[config.mk]
export PLATFORM = sky130hd
export DESIGN_NAME = isa_addr_port
export DESIGN_NICKNAME = d
export VERILOG_FILES = /design/src/common/isa_port_pkg.sv /design/src/common/be_xlate_if.sv /design/src/verilog/be_xlate.sv /design/src/verilog/isa_addr_port.sv
export SDC_FILE = /design/constraint.sdc
export NUM_CORES = 1
export LEC_CHECK = 0
export BUFFER_PORTS_ARGS = -buffer_cell sky130_fd_sc_hd__buf_2
export CORE_AREA = 2 2 96 98
export CTS_CLUSTER_SIZE = 24
export DETAILED_ROUTE_END_ITERATION = 16
export DIE_AREA = 0 0 98 100
export HOLD_SLACK_MARGIN = 0.05
export MAX_ROUTING_LAYER = met4
export PLACE_DENSITY = 0.76
export SLEW_MARGIN = 10
export SYNTH_ARGS = -nofsm -noshare
export SYNTH_HDL_FRONTEND = slang
export SYNTH_SLANG_ARGS = --single-unit
[constraint.sdc]
create_clock -name CLK_IN -period 1.8 [get_ports CLK_IN]
set_clock_uncertainty 0.1 [all_clocks]
set_input_delay 0.09 -clock CLK_IN [delete_from_list [all_inputs] [get_ports CLK_IN]]
set_output_delay 0.09 -clock CLK_IN [all_outputs]
set_load 0.02 [all_outputs]
[src/common/isa_port_pkg.sv]
// constants and types for the cpu-side address and byte-enable port
// assumes one 250 MHz clock and inputs already synchronous to it
//
// Operation
// - A25/A24 driven in dma, master, refresh
// - A25/A24 from alt page; master drives low
// - A23-A2 outputs in dma, master, refresh
// - input A23-A2 forwarded to SA and LA
// - A15-A2 decoded for internal io registers
// - refresh drives page plus refresh counter
// - dma drives page plus dma address
// - master: A23-A17 from LA, A16-A2 from SA
// - byte enables outputs when driving; decoded inputs
// - driven byte enables derived from SA1/SA0/SBHE
// - strap high selects 16-bit A1/BHE/A0 pins
// - 16-bit A1 to SA1, driven from SA1
// - 16-bit BHE to SBHE, driven from SBHE
// - 16-bit A0 to SA0, driven from SA0
// - SA outputs hold when no valid access
// - refresh command puts refresh address on SA
// - dma spans 64 Mbyte via bits 25-24
// - hold ack low means cpu mode, inputs
// - master ignores SA17-SA19, LA used instead
// - cpu mode: block input forces LA20 low
package isa_port_pkg;

  // ------------------------------------------------------------
  // widths and field positions
  // ------------------------------------------------------------
  localparam int ADDR_MSB       = 23;  // top of the bidirectional address field
  localparam int ADDR_LSB       = 2;
  localparam int LA_LSB         = 17;  // lowest latchable slot address bit
  localparam int LA_BLOCK_BIT   = 20;  // gated by the a20 block input
  localparam int IO_IDX_MSB     = 15;  // io register index field top
  localparam int SA_WIDTH       = 20;
  localparam int DMA_WIDTH      = 16;
  localparam int PAGE_WIDTH     = 8;
  localparam int REFRESH_WIDTH  = 9;   // refresh row counter width

  // ------------------------------------------------------------
  // reset values
  // ------------------------------------------------------------
  localparam logic [3:0]  BE_IDLE_N     = 4'hF;
  localparam logic [1:0]  ADDR_TOP_LOW  = 2'h0;
  localparam logic        STRAP_DEFAULT = 1'h1;  // pulled up: 16-bit mode

  // ------------------------------------------------------------
  // operating modes
  // ------------------------------------------------------------
  typedef enum logic [1:0] {
    MODE_CPU,
    MODE_DMA,
    MODE_REFRESH,
    MODE_MASTER
  } mode_t;

endpackage : isa_port_pkg

[src/common/be_xlate_if.sv]
// carrier between the port top and its byte-enable translator
// assumes purely combinational use inside one clock domain
`timescale 1ns/100ps
interface be_xlate_if;
  logic       wide_mode;   // 1: four byte enables, 0: A1/BHE/A0
  logic [3:0] be_pin_n;    // sampled byte-enable pins
  logic       sa1_slot;    // slot SA1 input
  logic       sa0_slot;    // slot SA0 input
  logic       sbhe_slot_n; // slot SBHE input
  logic       sa1_cpu;     // decoded towards slot
  logic       sa0_cpu;
  logic       sbhe_cpu_n;
  logic [3:0] be_drive_n;  // value for the pins when driven

  modport xlate (
    input  wide_mode, be_pin_n, sa1_slot, sa0_slot, sbhe_slot_n,
    output sa1_cpu, sa0_cpu, sbhe_cpu_n, be_drive_n
  );
  modport user (
    output wide_mode, be_pin_n, sa1_slot, sa0_slot, sbhe_slot_n,
    input  sa1_cpu, sa0_cpu, sbhe_cpu_n, be_drive_n
  );
endinterface : be_xlate_if

[src/verilog/be_xlate.sv]
// byte-enable to SA1/SA0/SBHE translation in both directions
// assumes the caller registers every result before it reaches a pin
`timescale 1ns/100ps
module be_xlate
  import isa_port_pkg::*;
(
  be_xlate_if.xlate bus
);

  // ------------------------------------------------------------
  // pin to slot decode
  // ------------------------------------------------------------
  wire [3:0] be_on      = ~bus.be_pin_n;
  wire       low_half   = be_on[0] | be_on[1];
  // lowest enabled byte sets A1/A0; a word split starts low
  wire       wide_sa1   = ~low_half & (be_on[2] | be_on[3]);
  wire       wide_sa0   = low_half ? ~be_on[0] : ~be_on[2];
  wire       wide_sbhe  = low_half ? ~be_on[1] : ~be_on[3];

  // four byte enables decoded or 16-bit pins passed
  assign bus.sa1_cpu    = bus.wide_mode ? wide_sa1  : bus.be_pin_n[2];
  assign bus.sa0_cpu    = bus.wide_mode ? wide_sa0  : bus.be_pin_n[0];
  assign bus.sbhe_cpu_n = bus.wide_mode ? wide_sbhe : bus.be_pin_n[1];

  // ------------------------------------------------------------
  // slot to pin encode
  // ------------------------------------------------------------
  wire       lo_byte    = ~bus.sa0_slot;
  wire       hi_byte    = bus.sa0_slot | ~bus.sbhe_slot_n;
  wire [1:0] pair_on    = {hi_byte, lo_byte};
  wire [3:0] wide_be_n  = bus.sa1_slot ? ~{pair_on, 2'h0} : ~{2'h0, pair_on};
  wire [3:0] narrow_n   = {1'h1, bus.sa1_slot, bus.sbhe_slot_n, bus.sa0_slot};

  // pins driven from slot signals when they are outputs
  assign bus.be_drive_n = bus.wide_mode ? wide_be_n : narrow_n;

endmodule : be_xlate

[src/verilog/isa_addr_port.sv]
// cpu-side address and byte-enable port of the slot bus controller
// assumes all inputs synchronous to CLK_IN; pins resolved outside
`timescale 1ns/100ps
module isa_addr_port
  import isa_port_pkg::*;
(
  input  wire logic                   CLK_IN,
  input  wire logic                   RESET_N_IN,
  // mode selection
  input  wire logic                   HOLD_ACK_IN,
  input  wire logic                   BUS_MASTER_IN,
  input  wire logic                   REFRESH_CMD_IN,
  input  wire logic                   CPU_TYPE_STRAP_IN,
  input  wire logic                   GATE_A20_BLOCK_N_IN,
  input  wire logic                   BUS_VALID_IN,
  input  wire logic                   IO_CYCLE_IN,
  // local address pins
  input  wire logic [ADDR_MSB:ADDR_LSB] A_IN,
  output logic      [ADDR_MSB:ADDR_LSB] A_OUT,
  output logic                        A_OE_OUT,
  output logic      [1:0]             A_TOP_OUT,
  output logic                        A_TOP_OE_OUT,
  input  wire logic [3:0]             BE_N_IN,
  output logic      [3:0]             BE_N_OUT,
  output logic                        BE_OE_OUT,
  // page, dma and slot sources
  input  wire logic [PAGE_WIDTH-1:0]  PAGE_IN,
  input  wire logic [1:0]             ALT_PAGE_IN,
  input  wire logic [DMA_WIDTH-1:0]   DMA_ADDR_IN,
  input  wire logic [SA_WIDTH-1:0]    SA_IN,
  input  wire logic                   SBHE_N_IN,
  input  wire logic [ADDR_MSB:LA_LSB] LA_IN,
  // slot address outputs
  output logic      [SA_WIDTH-1:0]    SA_OUT,
  output logic                        SBHE_N_OUT,
  output logic                        SA_OE_OUT,
  output logic      [ADDR_MSB:LA_LSB] LA_OUT,
  output logic                        LA_OE_OUT,
  // internal io register select
  output logic      [IO_IDX_MSB-ADDR_LSB:0] IO_INDEX_OUT,
  output logic                        IO_SELECT_OUT
);

  // ------------------------------------------------------------
  // declarations
  // ------------------------------------------------------------
  mode_t                         mode;
  mode_t                         next_mode;
  logic                          strap_taken;
  logic                          narrow_mode;
  logic [REFRESH_WIDTH-1:0]      refresh_cnt;
  logic [ADDR_MSB:ADDR_LSB]      next_a;
  logic [1:0]                    next_a_top;
  logic [SA_WIDTH-1:0]           next_sa;
  logic                          next_sbhe_n;
  logic [ADDR_MSB:LA_LSB]        next_la;
  logic [3:0]                    next_be_n;

  be_xlate_if xif ();

  be_xlate u_be_xlate (
    .bus (xif.xlate)
  );

  // ------------------------------------------------------------
  // mode decode
  // ------------------------------------------------------------
  // hold ack low keeps the cpu in charge of the local bus
  wire in_hold       = HOLD_ACK_IN;
  wire pick_refresh  = in_hold & REFRESH_CMD_IN;
  wire pick_master   = in_hold & ~REFRESH_CMD_IN & BUS_MASTER_IN;

  wire refresh_mode  = (mode == MODE_REFRESH);
  wire next_drives   = (next_mode != MODE_CPU);

  // refresh over master over dma
  always_comb begin
    if (!in_hold) begin
      next_mode = MODE_CPU;
    end else if (pick_refresh) begin
      next_mode = MODE_REFRESH;
    end else if (pick_master) begin
      next_mode = MODE_MASTER;
    end else begin
      next_mode = MODE_DMA;
    end
  end

  // mode register, cpu mode out of reset
  always_ff @(posedge CLK_IN or negedge RESET_N_IN) begin
    if (!RESET_N_IN) begin
      mode <= MODE_CPU;
    end else begin
      mode <= next_mode;
    end
  end

  // ------------------------------------------------------------
  // strap capture
  // ------------------------------------------------------------
  // taken once after release; the strap is fixed during operation
  // high: A1/BHE/A0, low: four enables
  always_ff @(posedge CLK_IN or negedge RESET_N_IN) begin
    if (!RESET_N_IN) begin
      strap_taken <= 1'h0;
      narrow_mode <= STRAP_DEFAULT;
    end else if (!strap_taken) begin
      strap_taken <= 1'h1;
      narrow_mode <= CPU_TYPE_STRAP_IN;
    end
  end

  // ------------------------------------------------------------
  // refresh address counter
  // ------------------------------------------------------------
  // advances once per refresh cycle, after its address went out
  // nine bits, wraps freely
  always_ff @(posedge CLK_IN or negedge RESET_N_IN) begin
    if (!RESET_N_IN) begin
      refresh_cnt <= '0;
    end else if (refresh_mode && next_mode != MODE_REFRESH) begin
      refresh_cnt <= refresh_cnt + 1'h1;
    end
  end

  // ------------------------------------------------------------
  // byte-enable translator hookup
  // ------------------------------------------------------------
  assign xif.wide_mode   = ~narrow_mode;
  assign xif.be_pin_n    = BE_N_IN;
  assign xif.sa1_slot    = SA_IN[1];
  assign xif.sa0_slot    = SA_IN[0];
  assign xif.sbhe_slot_n = SBHE_N_IN;

  // ------------------------------------------------------------
  // source selection for every address field
  // ------------------------------------------------------------
  // page above the low address
  wire [DMA_WIDTH-1:0]  ref_addr  = {{(DMA_WIDTH-REFRESH_WIDTH){1'h0}}, refresh_cnt};
  wire [ADDR_MSB:ADDR_LSB] dma_a  = {PAGE_IN, DMA_ADDR_IN[DMA_WIDTH-1:ADDR_LSB]};
  wire [ADDR_MSB:ADDR_LSB] ref_a  = {PAGE_IN, ref_addr[DMA_WIDTH-1:ADDR_LSB]};
  // SA17-SA19 skipped; the master's LA lines carry those bits
  wire [ADDR_MSB:ADDR_LSB] mst_a  = {LA_IN, SA_IN[LA_LSB-1:ADDR_LSB]};

  // slot values per mode
  wire [SA_WIDTH-1:0]   cpu_sa    = {A_IN[SA_WIDTH-1:ADDR_LSB], xif.sa1_cpu, xif.sa0_cpu};
  wire [SA_WIDTH-1:0]   dma_sa    = {PAGE_IN[3:0], DMA_ADDR_IN};
  wire [SA_WIDTH-1:0]   ref_sa    = {PAGE_IN[3:0], ref_addr};

  // LA20 low while blocked
  wire                  a20_block = ~GATE_A20_BLOCK_N_IN;
  wire [ADDR_MSB:LA_LSB] cpu_la   = {A_IN[ADDR_MSB:LA_BLOCK_BIT+1],
                                     A_IN[LA_BLOCK_BIT] & ~a20_block,
                                     A_IN[LA_BLOCK_BIT-1:LA_LSB]};
  wire [ADDR_MSB:LA_LSB] page_la  = dma_a[ADDR_MSB:LA_LSB];
  wire [ADDR_MSB:LA_LSB] ref_la   = ref_a[ADDR_MSB:LA_LSB];
  // slot SA lines move only on a valid access or a refresh command
  wire                  sa_load   = BUS_VALID_IN | pick_refresh;

  // local pins: driven value per mode
  always_comb begin
    next_a     = A_IN;
    next_a_top = ADDR_TOP_LOW;
    unique case (next_mode)
      MODE_CPU: begin
        next_a     = A_IN;
        next_a_top = ADDR_TOP_LOW;
      end
      MODE_DMA: begin
        next_a     = dma_a;
        next_a_top = ALT_PAGE_IN;
      end
      MODE_REFRESH: begin
        next_a     = ref_a;
        next_a_top = ALT_PAGE_IN;
      end
      MODE_MASTER: begin
        next_a     = mst_a;
        next_a_top = ADDR_TOP_LOW;
      end
    endcase
  end

  // slot lines: driven value per mode
  always_comb begin
    next_sa     = cpu_sa;
    next_sbhe_n = xif.sbhe_cpu_n;
    next_la     = cpu_la;
    unique case (next_mode)
      MODE_CPU: begin
        next_sa     = cpu_sa;
        next_sbhe_n = xif.sbhe_cpu_n;
        next_la     = cpu_la;
      end
      MODE_DMA: begin
        next_sa     = dma_sa;
        next_sbhe_n = SBHE_N_OUT;
        next_la     = page_la;
      end
      MODE_REFRESH: begin
        next_sa     = ref_sa;
        next_sbhe_n = SBHE_N_OUT;
        next_la     = ref_la;
      end
      MODE_MASTER: begin
        next_sa     = SA_OUT;
        next_sbhe_n = SBHE_N_OUT;
        next_la     = LA_OUT;
      end
    endcase
  end

  // idle high in cpu mode
  assign next_be_n = next_drives ? xif.be_drive_n : BE_IDLE_N;

  // ------------------------------------------------------------
  // local pin registers
  // ------------------------------------------------------------
  // enables follow the mode so value and enable change together
  // enables rise together
  always_ff @(posedge CLK_IN or negedge RESET_N_IN) begin
    if (!RESET_N_IN) begin
      A_OE_OUT     <= 1'h0;
      A_TOP_OE_OUT <= 1'h0;
      BE_OE_OUT    <= 1'h0;
    end else begin
      A_OE_OUT     <= next_drives;
      A_TOP_OE_OUT <= next_drives;
      BE_OE_OUT    <= next_drives;
    end
  end

  // driven values of the local pins
  always_ff @(posedge CLK_IN or negedge RESET_N_IN) begin
    if (!RESET_N_IN) begin
      A_OUT     <= '0;
      A_TOP_OUT <= ADDR_TOP_LOW;
      BE_N_OUT  <= BE_IDLE_N;
    end else begin
      A_OUT     <= next_a;
      A_TOP_OUT <= next_a_top;
      BE_N_OUT  <= next_be_n;
    end
  end

  // ------------------------------------------------------------
  // slot address registers
  // ------------------------------------------------------------
  // SA held between accesses to keep sensitive cards quiet
  always_ff @(posedge CLK_IN or negedge RESET_N_IN) begin
    if (!RESET_N_IN) begin
      SA_OUT     <= '0;
      SBHE_N_OUT <= 1'h1;
    end else if (sa_load) begin
      SA_OUT     <= next_sa;
      SBHE_N_OUT <= next_sbhe_n;
    end
  end

  // LA tracks the latch source every cycle
  // LA has no quiet rule
  always_ff @(posedge CLK_IN or negedge RESET_N_IN) begin
    if (!RESET_N_IN) begin
      LA_OUT <= '0;
    end else begin
      LA_OUT <= next_la;
    end
  end

  // slot drivers off while a master owns the slot bus
  // cpu, dma, refresh drive slot
  always_ff @(posedge CLK_IN or negedge RESET_N_IN) begin
    if (!RESET_N_IN) begin
      SA_OE_OUT <= 1'h1;
      LA_OE_OUT <= 1'h1;
    end else begin
      SA_OE_OUT <= (next_mode != MODE_MASTER);
      LA_OE_OUT <= (next_mode != MODE_MASTER);
    end
  end

  // ------------------------------------------------------------
  // internal io register decode
  // ------------------------------------------------------------
  // every cpu io cycle hits
  wire io_hit = (next_mode == MODE_CPU) & IO_CYCLE_IN;

  // index taken from A15-A2 only while the pins are inputs
  always_ff @(posedge CLK_IN or negedge RESET_N_IN) begin
    if (!RESET_N_IN) begin
      IO_INDEX_OUT  <= '0;
      IO_SELECT_OUT <= 1'h0;
    end else begin
      IO_SELECT_OUT <= io_hit;
      if (io_hit) begin
        IO_INDEX_OUT <= A_IN[IO_IDX_MSB:ADDR_LSB];
      end
    end
  end

endmodule : isa_addr_port

; ---- Word level (Yosys, flattened, before mapping)
; Cells that the tools add are included.
[classes]
n_addsub = 1
n_eq_ne = 6
mux = 16
bitwise = 23
reduce_logical = 8
[op_table]
columns = cell, n
row1 = one-hot mux 22 bit (4 select lines), 1
row2 = one-hot mux 20 bit (3 select lines), 1
row3 = one-hot mux 7 bit (2 select lines), 1
row4 = two-way mux 4 bit, 3
row5 = NOT 1 bit, 10
row6 = "adder 9 x 1 -> 9 bit, second input constant", 1
row7 = NOT 4 bit, 2
row8 = bitwise AND 1 bit, 6
row9 = "equality test 2 bit, second input constant", 3
row10 = two-way mux 1 bit, 6
row11 = two-way mux 2 bit, 3
row12 = "inequality test 2 bit, second input constant", 2
row13 = NOT 2 -> 4 bit, 1
row14 = OR 1 bit, 4
row15 = one-hot mux 2 bit (2 select lines), 1
row16 = AND reduction 2 bit, 2
row17 = OR reduction 2 bit, 2
row18 = OR reduction 3 bit, 1
row19 = "equality test 2 x 1 -> 1 bit, second input constant", 1
row20 = logical NOT 2 bit, 1
row21 = nonzero test 2 bit, 1
row22 = logical AND 1 bit, 1
[totals]
regBits = 86
inputBits = 89
out_inout_bits = 76
word_cells = 68

; ---- Logic depth before layout (Yosys ltp)
; Gate-level depths: netlist of run 1.
[logic_depth]
word_depth = 10
mapped_depth = 9
mapped_depth_nobuf = 7

; ---- By module
; Synthesis of run 1 repeated with hierarchy kept, for this count alone.
[hier_totals]
hier_cells = 348
hier_area_um2 = 3783.6
[by_module_without_submodules]
columns = mod, instances, cells_each, area_each_um2
row1 = isa_addr_port, 1, 332, 3677.3
row2 = be_xlate, 1, 16, 106.4

; ---- Least setup slack after synthesis of run 1
; Ideal clock, no wire load.
[synth_timing]
kind = input-to-reg
from = input port REFRESH_CMD_IN
to = register LA_OUT[17] in the netlist's numbering
setup_time_ns = 0.125
t_arrival_ns = 1.425
required_time_ns = 1.575
setup_slack_ns = 0.150
path_stages = 6
cell_sequence = o21ai_0 -> ha_1 -> buf_2 -> a21oi_2 -> mux2_2 -> mux2_2
[synth_via]
elab_chain_cells = 9
word_cells_on_any_way = 13
[synth_lines]
columns = element, line_no
row1 = "start, declared", isa_addr_port.sv:12  ; input wire logic REFRESH_CMD_IN,
row2 = NOT 1 bit, isa_addr_port.sv:71  ; wire pick_master = in_hold & ~REFRESH_CMD_IN & BUS_MASTER_IN;
row3 = bitwise AND 1 bit (2 in a row), isa_addr_port.sv:71
row4 = two-way mux 2 bit, isa_addr_port.sv:82  ; end else if (pick_master) begin
row5 = two-way mux 2 bit (*), isa_addr_port.sv:80  ; end else if (pick_refresh) begin
row6 = two-way mux 2 bit (*), isa_addr_port.sv:78  ; if (!in_hold) begin
row7 = equality test 2 bit / equality test 2 x 1 -> 1 bit (equally long branches), isa_addr_port.sv:189  ; unique case (next_mode)
row8 = OR reduction 2 bit (no source line), n/a
row9 = one-hot mux 7 bit (2 select lines), isa_addr_port.sv:189
row10 = "end signal, assigned", isa_addr_port.sv:266  ; LA_OUT <= next_la;
row11 = "end, declared", isa_addr_port.sv:37  ; output logic [ADDR_MSB:LA_LSB] LA_OUT,
; Every way passes the cells marked *; elsewhere a longest branch is shown, timed or not.
; A chain may end at the register's enable or synchronous reset.

; ---- Worst setup path in the final report of run 1
[layout_timing]
from = input port HOLD_ACK_IN
to = register A_OUT[3] in the netlist's numbering
[layout_via]
word_cells_on_any_way = 11
[layout_rtl]
columns = element, line_no
row1 = "start, declared", isa_addr_port.sv:10  ; input wire logic HOLD_ACK_IN,
row2 = bitwise AND 1 bit, isa_addr_port.sv:70  ; wire pick_refresh = in_hold & REFRESH_CMD_IN;
row3 = two-way mux 2 bit, isa_addr_port.sv:80
row4 = two-way mux 2 bit (*), isa_addr_port.sv:78
row5 = via next_mode[0], isa_addr_port.sv:48  ; mode_t next_mode;
row6 = "equality test 2 bit, or another cell as far along", isa_addr_port.sv:164  ; unique case (next_mode)
row7 = one-hot mux 22 bit (4 select lines) (*), isa_addr_port.sv:164
row8 = "via next_a, one bit", isa_addr_port.sv:52  ; logic [ADDR_MSB:ADDR_LSB] next_a;
row9 = "end signal, assigned", isa_addr_port.sv:240  ; A_OUT <= next_a;
row10 = "end, declared", isa_addr_port.sv:19  ; output logic [ADDR_MSB:ADDR_LSB] A_OUT,
; Mark *: on every way through the listed nets, which the timed path passes. The rest lies on a longest branch.

==> results by group, run 1 <==
Drt
  – Drt first-iter violations: 100
  – Wirelength per Cell: between 15 and 20 µm
  – Detail Route Antenna Nets: 0
  – Drt pass-1 iters: 5
  – Vias post-DR: ~3.6k
  – Residual DRC count: 0
  – Drt total wl: ~12 mm
  – Via density per instance: around 5.2

Yosys
  – Post-synth net total: 441
  – Yosys reg bits: between 80 and 90
  – Mapped Cells: roughly 350
  – Syn_area_per_cell: between 10 and 15 µm²
  – YS warnings: 0
  – Yosys cell types: 39
  – Mapped cell area: between 3000 and 4000 µm²
  – Sequential area share after synthesis: between 50% and 60%

Final layout
  – Area Growth Syn to Fin: 54.45%
  – Nets: between 600 and 700
  – Share of post-route cells with drive strength above 1: roughly 38%
  – Diode count: 0
  – Commonest non-fill, non-tap cell in the layout: buf_2
  – Most frequent cells in the layout: buf_2 (160), dfrtp_1 (78), dlygate4sd3_1 (76)

Clock tree
  – H-Tree Depth: 3
  – Skew-Pair Late Insertion Delay: roughly 350 ps
  – Clk root buf: clkbuf_8
  – CTS tree: done
  – Clock Tree Buf Depth: 2
  – Number of CTS-inserted buffers: 9
  – Clock sink count: 86
  – Clk slew on worst S/H paths: 100 ps

Global routing
  – Via count of the first global-routing pass: ~3.7k
  – First-pass GRT wire length: 17.99 mm
  – Gr usage total: roughly a quarter
  – Remaining global-route overflow: 0
  – Largest net degree at the start of global routing: 40
  – GR met3 Demand/Resource: under 10%
  – Met2 GRT Util: between 30% and 40%
  – Most Crowded Layer GR: met2
  – Met1 usage: about 28%
  – Initial antenna violation count: 0

Timing
  – Final hold violation count: 0
  – Sum of negative setup slack: 0 ps
  – Pins Over Slew Limit: 0
  – Fmax: roughly 0.57 GHz
  – RSZ-0062 raised after global routing: false
  – Worst relative slew slack: 65.75%
  – Setup violators final: 0
  – Min Clock Period, post-route: 1754 ps
  – Final Cycle Share: a little over nine tenths
  – Worst-Margin Slew: about 510 ps

Critical path
  – Crit path max fanout: 9
  – Crit path launch type: input port
  – CP Capture Type: flop
  – Critical path class: in2reg
  – Critical Path AT: 1890 ps
  – Critical Path RT: between 1500 and 2000 ps
  – Worst R2R Setup Slack: 70 ps

Floorplanning
  – Die area: slightly below 10000 µm²
  – Core ar.: around 8900 µm²
  – Initial Util: a little over two fifths
  – Die Wd: roughly 98 µm
  – Die H: 100 µm
  – Site row count: 35
  – Ports: 165

Place
  – Detail Placement HPWL: between 7 and 8 mm
  – Port Buf Inserts: 161
  – Gpl congestion: 0.8846

Power and ir drop
  – Maximum VDD drop: about 0.5 mV
  – Cell Pwr Density: about 920 nW/µm²
  – Pwr Total: ~5200 µW
  – LEAKAGE: around 0.0028 µW

Outcome
  – Outcome: completed

Min path
  – Hold Crit Class: in2reg

Flow run
  – Max-Cap Viols: 0
==> metal layers <==
layer	up-vias	share of wire, %
met3	52	5.2
met1	1721	40
met2	177	50
met4	0	4.9
li1	1695	-
met5	-	0
==> final timing paths <==
path                                     start               to  depth (start not counted)
worst max-delay path               HOLD_ACK_IN         A_OUT[3]                          8
worst min-delay path               IO_CYCLE_IN    IO_SELECT_OUT                          4
worst max register to register  refresh_cnt[3]         A_OUT[3]                          4
worst min register to register       SA_OUT[6]        SA_OUT[6]                          2
max in group asynchronous           RESET_N_IN      BE_N_OUT[0]                          3
min in group asynchronous           RESET_N_IN  IO_INDEX_OUT[6]                          2
==> where the power goes <==
group,switching [µW],internal (µW)
clock network,703,823
logic,762,588
registers,163,2200
==> worst max-delay path: stages <==
cell and delay [ps]:
buf_2 130, nor2b_2 160, ha_2 190, buf_4 170, a22o_1 250, a211oi_1 220, a21oi_1 80, dlygate4sd3_1 590
==> synthesized netlist by cell type <==
master    number  share of area (%)
a211oi_1       7                1.4
a21boi_0       1               0.20
a21oi_1       18                2.4
a21oi_2        1               0.24
a221oi_1       1               0.24
a22o_1         7                1.7
a22oi_1       22                4.5
a31oi_1        2               0.34
and2_4         1               0.24
and3_1         1               0.17
buf_1          1               0.10
buf_2          7               0.95
buf_4          3               0.61
clkbuf_1      13                1.3
conb_1         1               0.10
dfrtp_1       79                 53
dfstp_2        7                5.0
ha_1           4                1.4
inv_1         15                1.5
mux2_2        12                3.7
mux2i_1        6                1.6
nand2_1       51                5.2
nand2b_1       2               0.34
nand3_1        6               0.81
nand4_1        2               0.34
nor2_1         5               0.51
nor2b_1        7                1.2
nor3_1         1               0.14
nor3b_1        1               0.20
nor4b_1        1               0.24
o21ai_0       49                6.6
o31ai_1        1               0.20
or2_2          1               0.17
or3_1          2               0.34
or3_4          1               0.30
or3b_4         1               0.30
xnor2_1        6                1.4
xnor2_2        1               0.44
xor2_1         1               0.24
==> cell type report <==
type,count,area (µm²)
clock buffers,11,141.4
clock inverters,5,83.83
fillers,693,3176
inverters,15,56.30
multi-input cells,223,1391
flip-flops and latches,86,2162
well taps,111,138.9
repair buffers,256,1740
==> logic make-up after synthesis <==
| family | synth area share [%] |
|---|---|
| compound gates | 17.82 |
| xor+xnor | 2.097 |
| fa+ha+maj | 1.353 |
| buf+inv | 4.498 |
| flops | 58.40 |
| mux | 5.276 |
| other cells | 0.1014 |
| simple gates | 10.45 |
==> timing repair <==
item                       CTS  global route
buffers inserted             0             1
resized for setup            0             7
setup endpoints to repair    0             9
hold buffers                76             0
hold endpoints to repair   152             0
==> flip-flops by register name (all words and copies together), names as in the netlist <==
name and count:
mode 2, LA_OE_OUT 1, A_OUT 22, BE_N_OUT 4, strap_taken 1, IO_INDEX_OUT 14
LA_OUT 7, SA_OUT 20, BE_OE_OUT 1, A_TOP_OUT 2, refresh_cnt 9, SBHE_N_OUT 1
IO_SELECT_OUT 1, narrow_mode 1
==> stage by stage <==
stage	cells	worst slack [ps]	hold WS (ps)	cell area, µm²	utilization (%)
after floorplan	348	149.9	-305.6	3700	-
after global placement	614	102.9	-1.636	4701	52.88
after detailed placement	614	38.13	-1.462	4701	52.88
after CTS	706	39.76	65.09	5687	63.97
after global routing	707	6.727	102.9	5714	64.28
final	707	45.53	94.44	5714	64.28
(Power assumes the default switching activity.)
==> inputs of run 2 (changes only) <==
- CORE_AREA: 2 2 96 98 -> 2 2 128 130
- DIE_AREA: 0 0 98 100 -> 0 0 130 132
- HOLD_SLACK_MARGIN: 0.05 -> 0.03
- PLACE_DENSITY: 0.76 -> 0.49
==> run 2 against run 1 <==
  * Cell area is 3.6% higher
  * Clock power is 12% higher
  * Global-route usage is 9.4 points lower
  * Die area is 75% higher
  * Setup slack better by 22 ps
  * Total power is 3.0% higher
  * Combinational power is 3% lower
  * Largest cell class unchanged
  * Sequential power hardly changed
  * Routed wire length is 1.4% higher
  * Final cell count is 15% higher
  * Count of clock-buffer cells in the layout is 1 higher
==> results by group, run 2 (synthesis gave the netlist of run 1 again) <==
Global routing
  – Via count of the first global-routing pass: between 3k and 4k
  – Largest net degree at the start of global routing: 55
  – Initial antenna violation count: 0
  – Gr usage total: 14.48%
  – Remaining global-route overflow: 0
  – First-pass GRT wire length: about 19 mm

Place
  – Gpl congestion: around 0.81
  – Port Buf Inserts: approximately 160
  – Detail Placement HPWL: around 8.5 mm

Final layout
  – Max reg flops: 22
  – Top reg by flops: A_OUT
  – Diode count: 0
  – Biggest regs: A_OUT x22, SA_OUT x20, IO_INDEX_OUT x14
  – Most frequent cells in the layout: buf_2 (160), dfrtp_1 (79), dlygate4sd3_1 (73)
  – Core Util, Final: between 30 and 40%
  – Commonest non-fill, non-tap cell in the layout: buf_2
  – Area Growth Syn to Fin: 59.99%
  – Share of post-route cells with drive strength above 1: between 30 and 40%
  – Nets: about 680

Critical path
  – Max stage delay on crit path: 550 ps
  – Critical path class: in2reg
  – Critical Path, Cell by Cell: buf_2 -> nor2b_2 -> ha_1 -> buf_4 -> a22o_1 -> a211oi_1 -> a21oi_1 -> dlygate4sd3_1
  – Critical Path RT: 1920 ps
  – Crit path launch type: input port
  – RR Endpoint: SBHE_N_OUT
  – R2r worst-path depth: 5
  – Critical Path AT: roughly 1900 ps
  – RR Startpoint: narrow_mode
  – Crit path max fanout: 11
  – Critical path's slowest cell: dlygate4sd3_1
  – Crit path capture: A_OUT[7]
  – CP Capture Type: flop
  – Worst R2R Setup Slack: approximately 130 ps
  – Worst Setup SP: HOLD_ACK_IN

Clock tree
  – Skew-Pair Late Insertion Delay: about 340 ps
  – Clock Tree Buf Depth: 2
  – Clk slew on worst S/H paths: 60 ps
  – Number of CTS-inserted buffers: 9
  – H-Tree Depth: 3
  – Clk root buf: clkbuf_16
  – Setup bufs post-CTS: 0
  – CTS tree: done
  – Clock sink count: 86

Drt
  – Residual DRC count: 0
  – Drt first-iter violations: 130
  – Detail Route Antenna Nets: 0
  – Wirelength per Cell: roughly 14 µm
  – Via density per instance: between 4 and 5
  – Vias post-DR: around 3.5k
  – Drt total wl: approximately 12 mm
  – Drt pass-1 iters: 4

Power and ir drop
  – Pwr Total: between 5000 and 6000 µW
  – Maximum VDD drop: ~0.44 mV
  – LEAKAGE: about 0.0028 µW
  – Cell Pwr Density: around 910 nW/µm²

Timing
  – Fmax: approximately 0.58 GHz
  – Sum of negative setup slack: 0 ps
  – Worst hold slack: roughly 59 ps
  – Pins Over Slew Limit: 0
  – Final Cycle Share: between 90% and 100%
  – RSZ-0062 raised after global routing: false
  – Setup violators final: 0
  – Min Clock Period, post-route: about 1700 ps
  – Final hold violation count: 0

Floorplanning
  – Core ar.: around 16000 µm²
  – Die H: between 100 and 150 µm
  – Ports: approximately 170
  – Site row count: 46
  – Die area: 17160 µm²
  – Die Wd: around 130 µm
  – Initial Util: between 20% and 30%

Outcome
  – Outcome: completed

Min path
  – Hold Crit Class: in2reg

Flow run
  – Max-Cap Viols: 0
[run 2: power breakdown]
part | switching [µW] | total, µW | internal [µW]
combinational | 735 | 1310 | 577
clock | 746 | 1710 | 967
sequential | 171 | 2370 | 2200
[run 2: stage by stage]
step           instance area [µm²]  worst slack, ps  cells
6_report                      5919            67.52    812
5_1_grt                       5919            6.083    812
4_1_cts                       5917            12.76    812
3_5_place_dp                  4917           -4.744    723
3_3_place_gp                  4917            13.72    723
2_1_floorplan                 3700            149.9    348
[run 2: how the worst min path moves through the flow]
stage | endpoint | slack [ps] | start | depth (start not counted)
CTS | SA_OUT[1] | 40 | DMA_ADDR_IN[1] | 4
detailed placement | A_OUT[11] | -110 | RESET_N_IN | 1
floorplan | A_OUT[10] | -310 | RESET_N_IN | 0
global route | SA_OUT[5] | 70 | BUS_VALID_IN | 4
global placement | A_OUT[11] | -110 | RESET_N_IN | 1
finish | SA_OUT[5] | 60 | BUS_VALID_IN | 4
[run 2: worst max-delay path: cells and delay by family]
family          cells  cell delay, ps
compound gates      3             490
fa+ha+maj           1             220
buf+inv             3             870
simple gates        1             170
[run 2: final cells by class]
type / count / area (µm²)
clock inverters: 4 / 22.52
repair buffers: 256 / 1767
well taps: 216 / 270.3
inverters: 15 / 56.30
flip-flops and latches: 86 / 2161
clock buffers: 12 / 246.5
multi-input cells: 223 / 1396
fillers: 1579 / 9793
[run 2: what timing repair did]
item / CTS / global route
endpoints found under the hold margin: 146 / 0
hold buffers: 73 / 0
endpoints found under the setup margin: 0 / 1
resized for setup: 0 / 2
[run 2: routing by layer]
layer / GRT usage [%] / routed length (µm) / vias up
li1: - / - / 1698
met1: 17.73 / 5285 / 1628
met2: 23.39 / 5672 / 109
met3: 3.815 / 594 / 15
met4: 4.301 / 205 / 0
met5: - / 0 / -
